<file path="src/rtl/sec_counter_pkg.sv">
`default_nettype none

package sec_counter_pkg;

    // ==========================================================
    // register map, byte addresses on the wishbone bus
    localparam int ADDR_WIDTH = 4;
    localparam logic [3:0] OFF_TIMER_MODE = 4'h0;
    localparam logic [3:0] OFF_ALARM_COMPARE = 4'h4;
    localparam logic [3:0] OFF_COUNT_VALUE = 4'h8;
    localparam logic [3:0] OFF_EVENT_FLAGS = 4'hC;

    // ==========================================================
    // timer_mode fields
    localparam int PRESCALE_LSB = 0;
    localparam int PRESCALE_WIDTH = 16;
    localparam int ALARM_IRQ_ENABLE_BIT = 16;
    localparam int INCREMENT_IRQ_ENABLE_BIT = 17;
    localparam int COUNTER_RESTART_BIT = 18;
    localparam int MODE_STORED_WIDTH = 18;

    // ==========================================================
    // event_flags fields
    localparam int ALARM_FLAG_BIT = 0;
    localparam int INCREMENT_FLAG_BIT = 1;

    // ==========================================================
    // reset values
    localparam logic [31:0] TIMER_MODE_RESET = 32'h0000_8000;
    localparam logic [31:0] ALARM_COMPARE_RESET = 32'hFFFF_FFFF;
    localparam logic [31:0] COUNT_VALUE_RESET = 32'h0000_0000;

    // ==========================================================
    // timing
    localparam logic [16:0] ZERO_PRESCALE_PERIOD = 17'h1_0000;
    localparam logic [1:0] SLOW_EDGE_DELAY = 2'h2;

endpackage

`default_nettype wire

</file>
<file path="src/rtl/slow_edge_sync.sv">
`timescale 1ns/1ps
`default_nettype none

// ==========================================================
// brings the slow clock into sys_clk and marks each rising edge
module slow_edge_sync (
    // system
    input wire logic sys_clk,
    input wire logic nrst,
    // slow clock pin
    input wire logic slowClock,
    // one-cycle pulse per slow rising edge
    output logic slowTick
);
    logic syncFirst;
    logic syncSecond;
    logic syncLast;
    logic next_syncFirst;
    logic next_syncSecond;
    logic next_syncLast;

    // the first stage feeds only the second, so no metastable value reaches logic
    always_comb begin
        next_syncFirst = slowClock;
        next_syncSecond = syncFirst;
        next_syncLast = syncSecond;
    end

    always_ff @(posedge sys_clk) begin
        if (!nrst) begin
            syncFirst <= 1'b0;
            syncSecond <= 1'b0;
            syncLast <= 1'b0;
        end else begin
            syncFirst <= next_syncFirst;
            syncSecond <= next_syncSecond;
            syncLast <= next_syncLast;
        end
    end

    // edge detect looks only at settled stages
    assign slowTick = syncSecond & ~syncLast;

endmodule
`default_nettype wire

</file>
<file path="src/rtl/prescale_divider.sv">
`timescale 1ns/1ps
`default_nettype none

// ==========================================================
// divides slow ticks by the prescale period
module prescale_divider (
    // system
    input wire logic sys_clk,
    input wire logic nrst,
    // control
    input wire logic slowTick,
    input wire logic reload,
    input wire logic [15:0] prescalePeriod,
    // one-cycle pulse when the counter should advance
    output logic countIncrement
);
    import sec_counter_pkg::*;

    logic [16:0] divCount;
    logic [16:0] next_divCount;
    logic next_countIncrement;

    // zero means the full 16-bit span
    function automatic logic [16:0] eff_period(input logic [15:0] p);
        eff_period = (p == 16'h0000) ? ZERO_PRESCALE_PERIOD : {1'b0, p};
    endfunction

    // count slow ticks; a reload restarts the phase from zero
    always_comb begin
        next_divCount = divCount;
        next_countIncrement = 1'b0;
        if (reload) begin
            next_divCount = 17'h0_0000;
        end else if (slowTick) begin
            if (divCount + 17'h0_0001 >= eff_period(prescalePeriod)) begin
                next_divCount = 17'h0_0000;
                next_countIncrement = 1'b1;
            end else begin
                next_divCount = divCount + 17'h0_0001;
            end
        end
    end

    always_ff @(posedge sys_clk) begin
        if (!nrst) begin
            divCount <= 17'h0_0000;
            countIncrement <= 1'b0;
        end else begin
            divCount <= next_divCount;
            countIncrement <= next_countIncrement;
        end
    end

    // ==========================================================
    // checks
    period_end_a: assert property (@(posedge sys_clk) disable iff (!nrst)
        countIncrement |-> $past(divCount) + 17'h0_0001 >= $past(eff_period(prescalePeriod)))
        else $error("increment before the prescale period elapsed");
    wrap_zero_a: assert property (@(posedge sys_clk) disable iff (!nrst)
        slowTick && !reload && prescalePeriod == 16'h0000 && divCount == 17'h0_FFFF |=> countIncrement)
        else $error("zero prescale did not give a 65536 period");

endmodule
`default_nettype wire

</file>
<file path="src/rtl/slow_clock_seconds_counter.sv">
// Design decision made here: the Wishbone register port.
`timescale 1ns/1ps
`default_nettype none

// ==========================================================
// Overview of operation
// counter advances every prescale period slow ticks
// prescale zero means 65536 slow ticks
// nonzero prescale is the exact period
// mode bit 16 gates alarm flag interrupt
// mode bit 17 gates increment flag interrupt
// restart bit reloads divider, clears counter
// alarm when counter equals alarm value plus one
// value register reads count; writes ignored
// status bit 0: alarm since last read
// status bit 1: increment since last read
// counter is 32 bits and wraps
// status read clears flags two slow ticks later
// restart takes effect two slow ticks later
// single interrupt output from enabled flags
// slow clock synchronised into the bus clock
module slow_clock_seconds_counter (
    // system
    input wire logic sys_clk,
    input wire logic nrst,
    // slow clock input
    input wire logic slowClock,
    // wishbone slave
    input wire logic wb_cyc_i,
    input wire logic wb_stb_i,
    input wire logic wb_we_i,
    input wire logic [sec_counter_pkg::ADDR_WIDTH-1:0] wb_adr_i,
    input wire logic [3:0] wb_sel_i,
    input wire logic [31:0] wb_dat_i,
    output logic [31:0] wb_dat_o,
    output logic wb_ack_o,
    // interrupt
    output logic irq
);
    import sec_counter_pkg::*;

    logic slowTick;
    logic countIncrement;
    logic [MODE_STORED_WIDTH-1:0] timerMode;
    logic [31:0] alarmCompare;
    logic [31:0] currentCount;
    logic alarmFlag;
    logic incrementFlag;
    logic [1:0] restartWait;
    logic [1:0] clearWait;
    logic [MODE_STORED_WIDTH-1:0] next_timerMode;
    logic [31:0] next_alarmCompare;
    logic [31:0] next_currentCount;
    logic next_alarmFlag;
    logic next_incrementFlag;
    logic [1:0] next_restartWait;
    logic [1:0] next_clearWait;
    logic next_irq;
    logic [31:0] next_rdata;
    logic next_ack;
    logic access;
    logic commit;
    logic modeWrite;
    logic restartRequest;
    logic statusRead;
    logic restartNow;
    logic clearNow;
    logic alarmHit;

    // byte-lane merge of a write into a stored word
    function automatic logic [31:0] lane_merge(input logic [31:0] old, input logic [31:0] data,
                                               input logic [3:0] sel);
        logic [31:0] result;
        result = old;
        for (int i = 0; i < 4; i++) begin
            if (sel[i]) begin
                result[i*8 +: 8] = data[i*8 +: 8];
            end
        end
        lane_merge = result;
    endfunction

    // ==========================================================
    // slow clock edge detection and divider
    slow_edge_sync u_sync (
        .sys_clk(sys_clk),
        .nrst(nrst),
        .slowClock(slowClock),
        .slowTick(slowTick)
    );

    prescale_divider u_divider (
        .sys_clk(sys_clk),
        .nrst(nrst),
        .slowTick(slowTick),
        .reload(restartNow),
        .prescalePeriod(timerMode[PRESCALE_LSB +: PRESCALE_WIDTH]),
        .countIncrement(countIncrement)
    );

    // ==========================================================
    // bus decode; writes and read side effects land on the ack edge
    assign access = wb_cyc_i & wb_stb_i;
    assign commit = access & wb_ack_o;
    assign modeWrite = commit & wb_we_i & (wb_adr_i == OFF_TIMER_MODE);
    assign restartRequest = modeWrite & wb_sel_i[2] & wb_dat_i[COUNTER_RESTART_BIT];
    assign statusRead = commit & ~wb_we_i & (wb_adr_i == OFF_EVENT_FLAGS);
    // deferred actions fire on the second slow tick after their trigger
    assign restartNow = slowTick & (restartWait == 2'h1);
    assign clearNow = slowTick & (clearWait == 2'h1);
    // counter + 1 is the value after this step, compared with alarm + 1
    assign alarmHit = countIncrement & ~restartNow & (currentCount == alarmCompare);

    // register file and read data; ack is one cycle, dropped after it is given
    always_comb begin
        next_ack = access & ~wb_ack_o;
        next_rdata = wb_dat_o;
        if (access && !wb_ack_o) begin
            case (wb_adr_i)
                OFF_TIMER_MODE: next_rdata = {14'h0000, timerMode};
                OFF_ALARM_COMPARE: next_rdata = alarmCompare;
                OFF_COUNT_VALUE: next_rdata = currentCount;
                OFF_EVENT_FLAGS: next_rdata = {30'h0000_0000, incrementFlag, alarmFlag};
                default: next_rdata = 32'h0000_0000;
            endcase
        end
        next_timerMode = timerMode;
        if (modeWrite) begin
            next_timerMode = MODE_STORED_WIDTH'(lane_merge({14'h0000, timerMode}, wb_dat_i, wb_sel_i));
        end
        next_alarmCompare = alarmCompare;
        if (commit && wb_we_i && wb_adr_i == OFF_ALARM_COMPARE) begin
            next_alarmCompare = lane_merge(alarmCompare, wb_dat_i, wb_sel_i);
        end
    end

    // deferred restart and flag clear, counted in slow ticks
    always_comb begin
        next_restartWait = restartWait;
        if (restartRequest) begin
            next_restartWait = SLOW_EDGE_DELAY;
        end else if (slowTick && restartWait != 2'h0) begin
            next_restartWait = restartWait - 2'h1;
        end
        next_clearWait = clearWait;
        if (statusRead) begin
            next_clearWait = SLOW_EDGE_DELAY;
        end else if (slowTick && clearWait != 2'h0) begin
            next_clearWait = clearWait - 2'h1;
        end
    end

    // counter, flags and interrupt; a set in the clearing cycle survives
    always_comb begin
        next_currentCount = currentCount;
        if (restartNow) begin
            next_currentCount = 32'h0000_0000;
        end else if (countIncrement) begin
            next_currentCount = currentCount + 32'h0000_0001;
        end
        next_alarmFlag = alarmHit | (alarmFlag & ~clearNow);
        next_incrementFlag = (countIncrement & ~restartNow) | (incrementFlag & ~clearNow);
        // next enables, so a mode write and the interrupt change on the same edge
        next_irq = (next_alarmFlag & next_timerMode[ALARM_IRQ_ENABLE_BIT])
                 | (next_incrementFlag & next_timerMode[INCREMENT_IRQ_ENABLE_BIT]);
    end

    always_ff @(posedge sys_clk) begin
        if (!nrst) begin
            timerMode <= TIMER_MODE_RESET[MODE_STORED_WIDTH-1:0];
            alarmCompare <= ALARM_COMPARE_RESET;
            currentCount <= COUNT_VALUE_RESET;
            alarmFlag <= 1'b0;
            incrementFlag <= 1'b0;
            restartWait <= 2'h0;
            clearWait <= 2'h0;
            irq <= 1'b0;
            wb_dat_o <= 32'h0000_0000;
            wb_ack_o <= 1'b0;
        end else begin
            timerMode <= next_timerMode;
            alarmCompare <= next_alarmCompare;
            currentCount <= next_currentCount;
            alarmFlag <= next_alarmFlag;
            incrementFlag <= next_incrementFlag;
            restartWait <= next_restartWait;
            clearWait <= next_clearWait;
            irq <= next_irq;
            wb_dat_o <= next_rdata;
            wb_ack_o <= next_ack;
        end
    end

    // ==========================================================
    // checks: counter
    // apart from a restart, the count moves only on a divider pulse, by exactly one
    count_step_a: assert property (@(posedge sys_clk) disable iff (!nrst)
        countIncrement && !restartNow |=> currentCount == $past(currentCount) + 32'h0000_0001)
        else $error("counter did not advance on increment");
    // bus writes to the value register must not disturb it
    count_hold_a: assert property (@(posedge sys_clk) disable iff (!nrst)
        !countIncrement && !restartNow |=> currentCount == $past(currentCount))
        else $error("counter changed without a cause");
    // the top value rolls over instead of saturating
    count_wrap_a: assert property (@(posedge sys_clk) disable iff (!nrst)
        countIncrement && !restartNow && currentCount == 32'hFFFF_FFFF |=> currentCount == 32'h0000_0000)
        else $error("counter did not wrap to zero");

    // ==========================================================
    // checks: restart
    // a restart write only arms the wait; the count keeps running meanwhile
    restart_delay_a: assert property (@(posedge sys_clk) disable iff (!nrst)
        restartRequest |=> restartWait == 2'h2 && currentCount == $past(currentCount) + {31'h0, $past(countIncrement)})
        else $error("restart acted before two slow ticks");
    // the pending restart waits for slow ticks, not for bus cycles
    restart_hold_a: assert property (@(posedge sys_clk) disable iff (!nrst)
        restartWait != 2'h0 && !slowTick && !restartRequest |=> restartWait == $past(restartWait))
        else $error("restart wait moved without a slow tick");
    // the readable count is zero right after the restart tick
    restart_zero_a: assert property (@(posedge sys_clk) disable iff (!nrst)
        restartNow |=> currentCount == 32'h0000_0000)
        else $error("restart did not clear the counter");
    // the divider is rephased, so the restart tick gives no step
    restart_phase_a: assert property (@(posedge sys_clk) disable iff (!nrst)
        restartNow |=> !countIncrement)
        else $error("divider stepped on the restart tick");

    // ==========================================================
    // checks: flags
    // the alarm fires on the step that lands on alarm value plus one
    alarm_set_a: assert property (@(posedge sys_clk) disable iff (!nrst)
        countIncrement && !restartNow && currentCount + 32'h0000_0001 == alarmCompare + 32'h0000_0001
        |=> alarmFlag)
        else $error("alarm match did not set the alarm flag");
    // no alarm flag without the count sitting on alarm value plus one
    alarm_rise_a: assert property (@(posedge sys_clk) disable iff (!nrst)
        $rose(alarmFlag) && $stable(alarmCompare) |-> currentCount == alarmCompare + 32'h0000_0001)
        else $error("alarm flag set away from the match");
    // the alarm flag is sticky until its clear lands
    alarm_keep_a: assert property (@(posedge sys_clk) disable iff (!nrst)
        alarmFlag && !clearNow |=> alarmFlag)
        else $error("alarm flag dropped without a read");
    // a clear with no new match empties the alarm flag
    alarm_clear_a: assert property (@(posedge sys_clk) disable iff (!nrst)
        clearNow && !alarmHit |=> !alarmFlag)
        else $error("alarm flag survived its clear");
    // every step marks the increment flag
    inc_set_a: assert property (@(posedge sys_clk) disable iff (!nrst)
        countIncrement && !restartNow |=> incrementFlag)
        else $error("step did not set the increment flag");
    // the increment flag never appears without a step
    inc_rise_a: assert property (@(posedge sys_clk) disable iff (!nrst)
        $rose(incrementFlag) |-> $past(countIncrement) && !$past(restartNow))
        else $error("increment flag set without a step");
    // a clear with no step in the same cycle empties the increment flag
    flag_clear_a: assert property (@(posedge sys_clk) disable iff (!nrst)
        clearNow && !countIncrement |=> !incrementFlag)
        else $error("increment flag survived its clear");
    // the increment flag is sticky until its clear lands
    flag_keep_a: assert property (@(posedge sys_clk) disable iff (!nrst)
        incrementFlag && !clearNow |=> incrementFlag)
        else $error("increment flag dropped without a read");
    // a status read only arms the clear; software still sees the flags until it lands
    clear_arm_a: assert property (@(posedge sys_clk) disable iff (!nrst)
        statusRead |=> clearWait == SLOW_EDGE_DELAY)
        else $error("status read did not arm the deferred clear");
    // the read edge itself leaves the flags alone
    read_keep_a: assert property (@(posedge sys_clk) disable iff (!nrst)
        statusRead && incrementFlag && !clearNow |=> incrementFlag)
        else $error("status read cleared a flag at once");

    // ==========================================================
    // checks: interrupt
    // flags and enables are registered together, so irq never lags a mode write
    irq_gate_a: assert property (@(posedge sys_clk) disable iff (!nrst)
        irq == ((alarmFlag && timerMode[ALARM_IRQ_ENABLE_BIT])
             || (incrementFlag && timerMode[INCREMENT_IRQ_ENABLE_BIT])))
        else $error("interrupt does not match enabled flags");

    // ==========================================================
    // checks: bus
    // a full-word mode write stores every stored bit at once
    mode_store_a: assert property (@(posedge sys_clk) disable iff (!nrst)
        modeWrite && wb_sel_i == 4'hF |=> timerMode == $past(wb_dat_i[MODE_STORED_WIDTH-1:0]))
        else $error("mode write did not store the written bits");
    // the restart bit is a pulse and never reads back
    mode_read_a: assert property (@(posedge sys_clk) disable iff (!nrst)
        access && !wb_ack_o && wb_adr_i == OFF_TIMER_MODE |=> wb_dat_o[31:MODE_STORED_WIDTH] == 14'h0000)
        else $error("mode read shows bits above the stored field");
    // the value register returns the count of the cycle it was asked in
    value_read_a: assert property (@(posedge sys_clk) disable iff (!nrst)
        access && !wb_ack_o && wb_adr_i == OFF_COUNT_VALUE |=> wb_ack_o && wb_dat_o == $past(currentCount))
        else $error("value read returned the wrong count");
    // the status register shows both flags in their own bits
    flags_read_a: assert property (@(posedge sys_clk) disable iff (!nrst)
        access && !wb_ack_o && wb_adr_i == OFF_EVENT_FLAGS
        |=> wb_dat_o == {30'h0000_0000, $past(incrementFlag), $past(alarmFlag)})
        else $error("status read returned the wrong flags");
    // read data stands until the next access, read or write, so a slow master may sample late
    rdata_hold_a: assert property (@(posedge sys_clk) disable iff (!nrst)
        !(access && !wb_ack_o) |=> $stable(wb_dat_o))
        else $error("read data changed without a read");
    // ack lasts one cycle and then drops for a cycle, even when the master keeps its strobe up
    ack_pulse_a: assert property (@(posedge sys_clk) disable iff (!nrst)
        wb_ack_o |=> !wb_ack_o)
        else $error("ack held longer than one cycle");

endmodule
`default_nettype wire

</file>
<file path="config.mk">
export PLATFORM = sky130hd
export DESIGN_NAME = slow_clock_seconds_counter
export DESIGN_NICKNAME = d
export VERILOG_FILES = /design/src/rtl/sec_counter_pkg.sv /design/src/rtl/slow_edge_sync.sv /design/src/rtl/prescale_divider.sv /design/src/rtl/slow_clock_seconds_counter.sv
export SDC_FILE = /design/constraint.sdc
export NUM_CORES = 1
export LEC_CHECK = 0
export ABC_AREA = 1
export BUFFER_PORTS_ARGS = -buffer_cell sky130_fd_sc_hd__buf_2
export CORE_MARGIN = 8
export CORE_UTILIZATION = 30
export CTS_CLUSTER_DIAMETER = 30
export DETAILED_ROUTE_END_ITERATION = 12
export GPL_TIMING_DRIVEN = 0
export SYNTH_ARGS = -nofsm -noshare
export SYNTH_HDL_FRONTEND = slang
export SYNTH_SLANG_ARGS = --single-unit
</file>
<file path="constraint.sdc">
create_clock -name sys_clk -period 7.9 [get_ports sys_clk]
set_input_delay 1.58 -clock sys_clk [delete_from_list [all_inputs] [get_ports sys_clk]]
set_output_delay 1.58 -clock sys_clk [all_outputs]
set_load 0.02 [all_outputs]
</file>
==> results of run 1 <==
[cell type report]
type,count,area [um^2]
multi-input combinational,785,3928
antenna,1,2.502
fill,2701,16000
sequential,143,2863
inverter,149,561.8
clock inverter,15,140.1
clock buffer,17,425.4
timing repair buffer,78,390.4
tap,330,412.9
buffer,36,170.2
[cell usage in the layout, fill, tap and decap left out, drive strengths merged]
master	count
o22ai	15
nand2	325
nand4	10
nor4	4
dfxtp	143
ha	23
or2	4
diode	1
o221ai	7
xnor2	17
clkinvlp	3
xor2	19
nor2	102
a21oi	102
mux2i	5
nor3b	1
o211ai	4
o21a	1
o21ai	74
nor3	20
nand3	50
a22o	1
a31oi	1
inv	158
buf	95
clkbuf	36
clkinv	3
[cell families (layout without fill, tap and decap cells)]
family	Yosys count	count (layout)	synth area share
AO/OA/AOI/OAI	205	205	0.1447
buffers and inverters	185	295	0.09731
flip-flops	143	143	0.3806
AND/OR/NAND/NOR	516	516	0.2906
other	0	1	0
XOR/XNOR	36	36	0.04192
multiplexers	5	5	0.006654
adder cells (fa/ha/maj)	23	23	0.03826
[state kept, by name, summed over array words and instances (netlist names)]
signal	flops
u_sync.syncLast	1
wb_ack_o	1
alarmFlag	1
irq	1
clearWait	2
u_sync.next_syncLast	1
restartWait	2
incrementFlag	1
u_sync.next_syncSecond	1
timerMode	18
currentCount	32
wb_dat_o	32
alarmCompare	32
u_divider.countIncrement	1
u_divider.divCount	17
[through the flow]
stage,instances,worst slack (ns),utilization
2_1_floorplan,1113,5.291,-
3_3_place_gp,1521,4.495,0.3345
3_5_place_dp,1521,4.476,0.3345
4_1_cts,1553,4.598,0.3572
5_1_grt,1554,4.282,0.3573
6_report,1554,4.638,0.3573
[routing by layer]
metal,up-vias,track usage
li1,3760,-
met1,3417,0.2015
met2,215,0.2742
met3,40,0.02972
met4,0,0.06377
met5,-,0
[power breakdown]
part | total [mW] | switching, mW | internal [mW]
sequential | 0.730 | 0.00406 | 0.726
combinational | 0.0927 | 0.0639 | 0.0288
clock | 0.785 | 0.368 | 0.417
total | 1.61 | 0.436 | 1.17
[critical path: cells and delay by family, from the launching register on]
kind / cells / cell delay, ns
buffers and inverters: 2 / 0.33
and+or+nand+nor: 13 / 1.58
DFF: 1 / 0.40
AOI/OAI and AO/OA: 1 / 0.08
adders and majority gates: 2 / 0.53
xor gates and xnor gates: 1 / 0.28
[how the worst max path moves through the flow]
stage,startpoint,to,slack [ns],depth (start not counted)
after global placement,wb_stb_i,wb_dat_o[1],4.49,7
after CTS,u_divider.divCount[0],u_divider.divCount[12],4.60,17
after detailed placement,wb_stb_i,wb_dat_o[6],4.48,7
after global routing,u_divider.divCount[0],u_divider.divCount[12],4.28,18
after floorplan,wb_adr_i[1],timerMode[5],5.29,7
final,u_divider.divCount[0],u_divider.divCount[12],4.64,19
==> results.md, run 1 <==
- Status: completed
- Placed inst area: 8325 um^2
- Clock Skew: 0.01286 ns
- DR WL/cell: 15.92 um
- Worst r2r path cells: 19
- Inserted Clock Buffers: 17
- # hold bufs at CTS: 0
- Wire length on met3: 1440 um
- DRT iter0 DRCs: 664
- Core footprint: 24,890 um^2
- Final instance area: 8894 um^2
- CTS resizes: 0
- Hold WS: 0.4091 ns
- Setup TNS: 0 ns
- Crit Path Category: flip-flop to flip-flop
- Via-to-Cell Ratio: 4.782
- GRT overflow: 0
- FFs w/ async S/R, synth: 0
- Reg2reg end: u_divider.divCount[12]
- Cell with the most instances after synthesis: nand2_1
- Layout area overhead: 18.23%
- RSZ-0062 raised after global routing: false
- Reg2reg start: u_divider.divCount[0]
- Final Hold Vio Count: 0
- Yosys warnings: 0
- Ports: 80
- Hold path endpoint: u_sync.next_syncLast
- Seq/Total Area, Yosys: 0.3806
- Final ANT Viol Nets: 0
- CP max stage delay: 0.43 ns
- Post-synth top area share: 0.3806
- Die Y-Extent: 174.3 um
- Num Clock Sinks: 143
- Peak supply drop: 0.1566 mV
- Ys flop type: dfxtp_1
- Critical Path Source Type: flip-flop
- Main area contributors after synthesis: dfxtp_1, nand2_1, inv_1
- Max Clock Freq: 0.3066 GHz
- Initial DRT Pass Iterations: 7
- Dpl hpwl: 19,830 um
- Maxcap violations: 0
- FF+latch count, synth: 143
- Initial antenna violation count: 1
- Top routing layer in use: met4
- Final period util: 0.4129
- Vias in the first global route: 7,088
- Layout cell share with drive strength beyond 1: 0.1210
- Clock Latency Late Sink: 0.44 ns
- First-pass GRT wire length: 38,860 um
- GRT Total Usage: 0.1625
- Reg2Reg Setup Slack: 4.64 ns
- Pin count of the biggest net entering global routing: 17
- Full die area: 30,400 um^2
- Routed length on met2: 11,750 um
- Period minus WS final: 3.262 ns
- Hold depth: 2
- Worst-path cell chain: ha_1 -> nand2_1 -> nor3_1 -> nand2_1 -> xor2_1 -> inv_1 -> ha_1 -> nand2_1 -> nand2_1 -> nand2_1 -> nand2_1 -> nand2_1 -> o21ai_0 -> nor2_1 -> nand2_1 -> nand2_1 -> nand2_1 -> buf_2 -> nor2_1
- Setup violators final: 0
- Max-slew headroom: 0.3850
- Post-Syn Nets: 1,182
- Hold Path Class: flip-flop to flip-flop
- Die Wd: 174.3 um
- Worst slew pin tran: 0.9155 ns
- Met1 wire length: 10,860 um
- DRT Wirelength: 24,740 um
- Yosys cell types: 41
- Post-synth EDFFs: 0
- CTS tree: done
- Worst EP required: 8.27 ns
- Initial core utilization: 0.3022
- Reg clk slew, reported paths: 0.07 ns
- Power, Total: 1.608 mW
- Clock root buffer: clkbuf_16
- Power per cell area: 180.8 nW/um^2
- DR DRC count: 0
- Synth cell count leaders: nand2_1, inv_1, dfxtp_1
- Nets: 1,279
- Post CTS Setup Buffer Count: 0
- CTS max path bufs: 2
- Crit end category: flip-flop
- Max-slew violations: 0
- # rows: 58
- Critical-path top delay cell: nor3_1
- Post-Synthesis Cell Area: 7522 um^2
- Lkg Pwr: 3.941 nW
- Gate Count Post-Synth: 1,113
- Arr. time, crit path: 3.64 ns
- I/O Buffers: 78
- Most used cell, CP: nand2_1
- Total number of vias: 7,432
- CP Max Fanout: 10
- GP Congestion: 0.9448
- Min-Delay Startpoint: u_sync.next_syncSecond
- H-tree depth: 4
- Synth area leader: dfxtp_1
- Avg Cell Area, Syn: 6.759 um^2
(Power assumes the default switching activity.)
==> inputs of run 2 (changes only) <==
- clock period: 7.9 -> 2.9 ns (I/O delays scaled with it)
==> results.md, run 2 (synthesis gave the netlist of run 1 again) <==
- Status: completed (unchanged)
- Nets: 1,280 (was 1,279)
- Largest registers: alarmCompare (32), currentCount (32), wb_dat_o (32) (unchanged)
- Reg2Reg Setup Slack: 0.23 ns (was 4.64 ns)
- Reg2reg start: u_divider.divCount[0] (unchanged)
- Power per cell area: 487.6 nW/um^2 (was 180.8 nW/um^2)
- Final setup margin: 0.2251 ns (was 4.638 ns)
- Max Clock Freq: 0.3738 GHz (was 0.3066 GHz)
- Gate power share: 0.059 (was 0.058)
- Dpl hpwl: 19,830 um (unchanged)
- Die Y-Extent: 174.3 um (unchanged)
- Clock Skew: 0.01289 ns (was 0.01286 ns)
- Worst path bufs/invs: 2 (unchanged)
- Min-Delay Startpoint: wb_dat_i[24] (was u_sync.next_syncSecond)
- Period minus WS final: 2.675 ns (was 3.262 ns)
- Setup violators final: 0 (unchanged)
- Reg clk slew, reported paths: 0.07 ns (about the same)
- CP Max Fanout: 10 (unchanged)
- P_int: 3.196 mW (was 1.172 mW)
- CTS tree: done (unchanged)
- Fillers: 2,694 (was 2,701)
- Vias in the first global route: 7,096 (was 7,088)
- Worst slew pin tran: 0.9194 ns (was 0.9155 ns)
- Clock share of power: 0.488 (about the same)
- Critical-path top delay cell: dfxtp_2 (was nor3_1)
- Dpl ws: -0.4017 ns (was 4.476 ns)
- Num Clock Sinks: 143 (unchanged)
- Peak supply drop: 0.4296 mV (was 0.1566 mV)
- Commonest non-fill, non-tap cell in the layout: nand2_1 (unchanged)
- Hold WS: 0.3377 ns (was 0.4091 ns)
- Total number of vias: 7,433 (was 7,432)
- Crit end category: flip-flop (unchanged)
- Via-to-Cell Ratio: 4.780 (was 4.782)
- Net Sw Frac: 0.2718 (was 0.2709)
- FF/Latch Area: 2872 um^2 (was 2863 um^2)
- Ports: 80 (unchanged)
- I/O Buffers: 78 (unchanged)
- DRT iter0 DRCs: 648 (was 664)
- DRT Wirelength: 24,880 um (was 24,740 um)
- GRT overflow: 0 (unchanged)
- Die Wd: 174.3 um (unchanged)
- Multi-input logic area: 4009 um^2 (was 3928 um^2)
- Most frequent cells in the layout: nand2_1, inv_1, dfxtp_1 (unchanged)
- Inserted Clock Buffers: 17 (unchanged)
- Placed inst area: 8325 um^2 (unchanged)
- Final period util: 0.9224 (was 0.4129)
- Initial core utilization: 0.3022 (unchanged)
- Arr. time, crit path: 3.05 ns (was 3.64 ns)
- # hold bufs at CTS: 0 (unchanged)
- Max-slew headroom: 0.3823 (was 0.3850)
- Layout area overhead: 19.66% (was 18.23%)
- Worst r2r path cells: 19 (unchanged)
- CTS max path bufs: 2 (unchanged)
- Hold path endpoint: alarmCompare[24] (was u_sync.next_syncLast)
- Clock Latency Late Sink: 0.45 ns (was 0.44 ns)
- Most used cell, CP: nand2_1 (unchanged)
- Core footprint: 24,890 um^2 (unchanged)
- GRT Total Usage: 0.1629 (was 0.1625)
- Crit Path Category: flip-flop to flip-flop (unchanged)
- Max-slew violations: 0 (unchanged)
- Critical Path Source Type: flip-flop (unchanged)
- H-tree depth: 4 (unchanged)
- Worst-path cell chain: ha_4 -> nand2_2 -> nor3_4 -> nand2_2 -> xor2_2 -> inv_1 -> ha_1 -> nand2_1 -> nand2_1 -> nand2_1 -> nand2_1 -> nand2_1 -> o21ai_0 -> nor2_2 -> nand2_2 -> nand2_1 -> nand2_2 -> buf_8 -> nor2_1 (was ha_1 -> nand2_1 -> nor3_1 -> nand2_1 -> xor2_1 -> inv_1 -> ha_1 -> nand2_1 -> nand2_1 -> nand2_1 -> nand2_1 -> nand2_1 -> o21ai_0 -> nor2_1 -> nand2_1 -> nand2_1 -> nand2_1 -> buf_2 -> nor2_1)
- Worst EP required: 3.28 ns (was 8.27 ns)
- Hold depth: 3 (was 2)
- Reg2reg end: u_divider.divCount[12] (unchanged)
- GP Congestion: 0.9448 (unchanged)
- Final ANT Viol Nets: 0 (unchanged)
- CP max stage delay: 0.39 ns (was 0.43 ns)
- Lkg Pwr: 3.971 nW (was 3.941 nW)
- # rows: 58 (unchanged)
- First-pass GRT wire length: 38,940 um (was 38,860 um)
- Hold Path Class: input pin to flip-flop (was flip-flop to flip-flop)
- Clock root buffer: clkbuf_16 (unchanged)
- Switch Pwr: 1.193 mW (was 0.4356 mW)
- DR DRC count: 0 (unchanged)
- Final instance area: 9001 um^2 (was 8894 um^2)
- Pin count of the biggest net entering global routing: 17 (unchanged)
- Full die area: 30,400 um^2 (unchanged)
- Initial DRT Pass Iterations: 6 (was 7)
- DR WL/cell: 16.00 um (was 15.92 um)
- Layout cell share with drive strength beyond 1: 0.1405 (was 0.1210)
- Initial antenna violation count: 1 (unchanged)
- Flop pwr share: 0.454 (about the same)
- Maxcap violations: 0 (unchanged)
- Top delay family on crit path: simple AND/OR/NAND/NOR gates (unchanged)
- Final Hold Vio Count: 0 (unchanged)
run 2: cell count changes in the layout (fill, tap and decap cells not counted), sizes merged:
| cell | change |
|---|---|
| buf | +1 |
run 2: repair_timing:
item                                    in CTS  in global routing
endpoints found under the setup margin      15                 15
pin swaps                                    0                  3
gates resized for setup                      7                 22
setup buffers                                0                  1
run 2: worst max-delay path by stage:
stage                               start                     end  cells after the start
floorplan           u_divider.divCount[0]  u_divider.divCount[10]                     18
global placement    u_divider.divCount[0]  u_divider.divCount[14]                     17
detailed placement  u_divider.divCount[0]  u_divider.divCount[14]                     17
CTS                 u_divider.divCount[0]  u_divider.divCount[12]                     19
global route        u_divider.divCount[0]  u_divider.divCount[12]                     19
finish              u_divider.divCount[0]  u_divider.divCount[12]                     19
run 2: stage by stage:
step                utilization  std cells  setup TNS (ns)  total power [mW]
global placement         0.3345       1521          -3.867             2.284
CTS                      0.3584       1553               0             4.419
floorplan                     -       1113               0             2.169
global route             0.3616       1555       -0.003739             4.530
detailed placement       0.3345       1521          -4.638             2.287
finish                   0.3616       1555               0             4.389
run 2: power groups by stage:
stage          sequential (mW)  combinational, mW  clock [mW]
5_1_grt                   1.99              0.285        2.25
3_5_place_dp              2.03              0.253           0
2_1_floorplan             2.04              0.131           0
3_3_place_gp              2.03              0.250           0
4_1_cts                   1.99              0.255        2.17
6_report                  1.99              0.257        2.14
run 2: worst reg2reg max path: cells and delay by family (launching register included):
family,cells,cell delay (ns)
simple gates,13,1.23
fa+ha+maj,2,0.46
xor+xnor,1,0.19
flops,1,0.39
compound gates,1,0.10
buf+inv,2,0.25
run 2: final cells by class:
cell class	instances	area share
clock inverter	15	0.01557
buffer	36	0.02002
timing repair buffer	79	0.04420
antenna	1	0.0002780
clock buffer	17	0.04726
inverter	149	0.06241
tap	330	0.04587
sequential	143	0.3190
multi-input combinational	785	0.4454
run 2: routing by layer:
layer / wire length (um) / up-vias / global-route usage
met5: 0 / - / 0
met4: 659 / 0 / 0.06377
met3: 1558 / 37 / 0.02972
met2: 11930 / 216 / 0.2753
met1: 10730 / 3411 / 0.2016
li1: - / 3769 / -
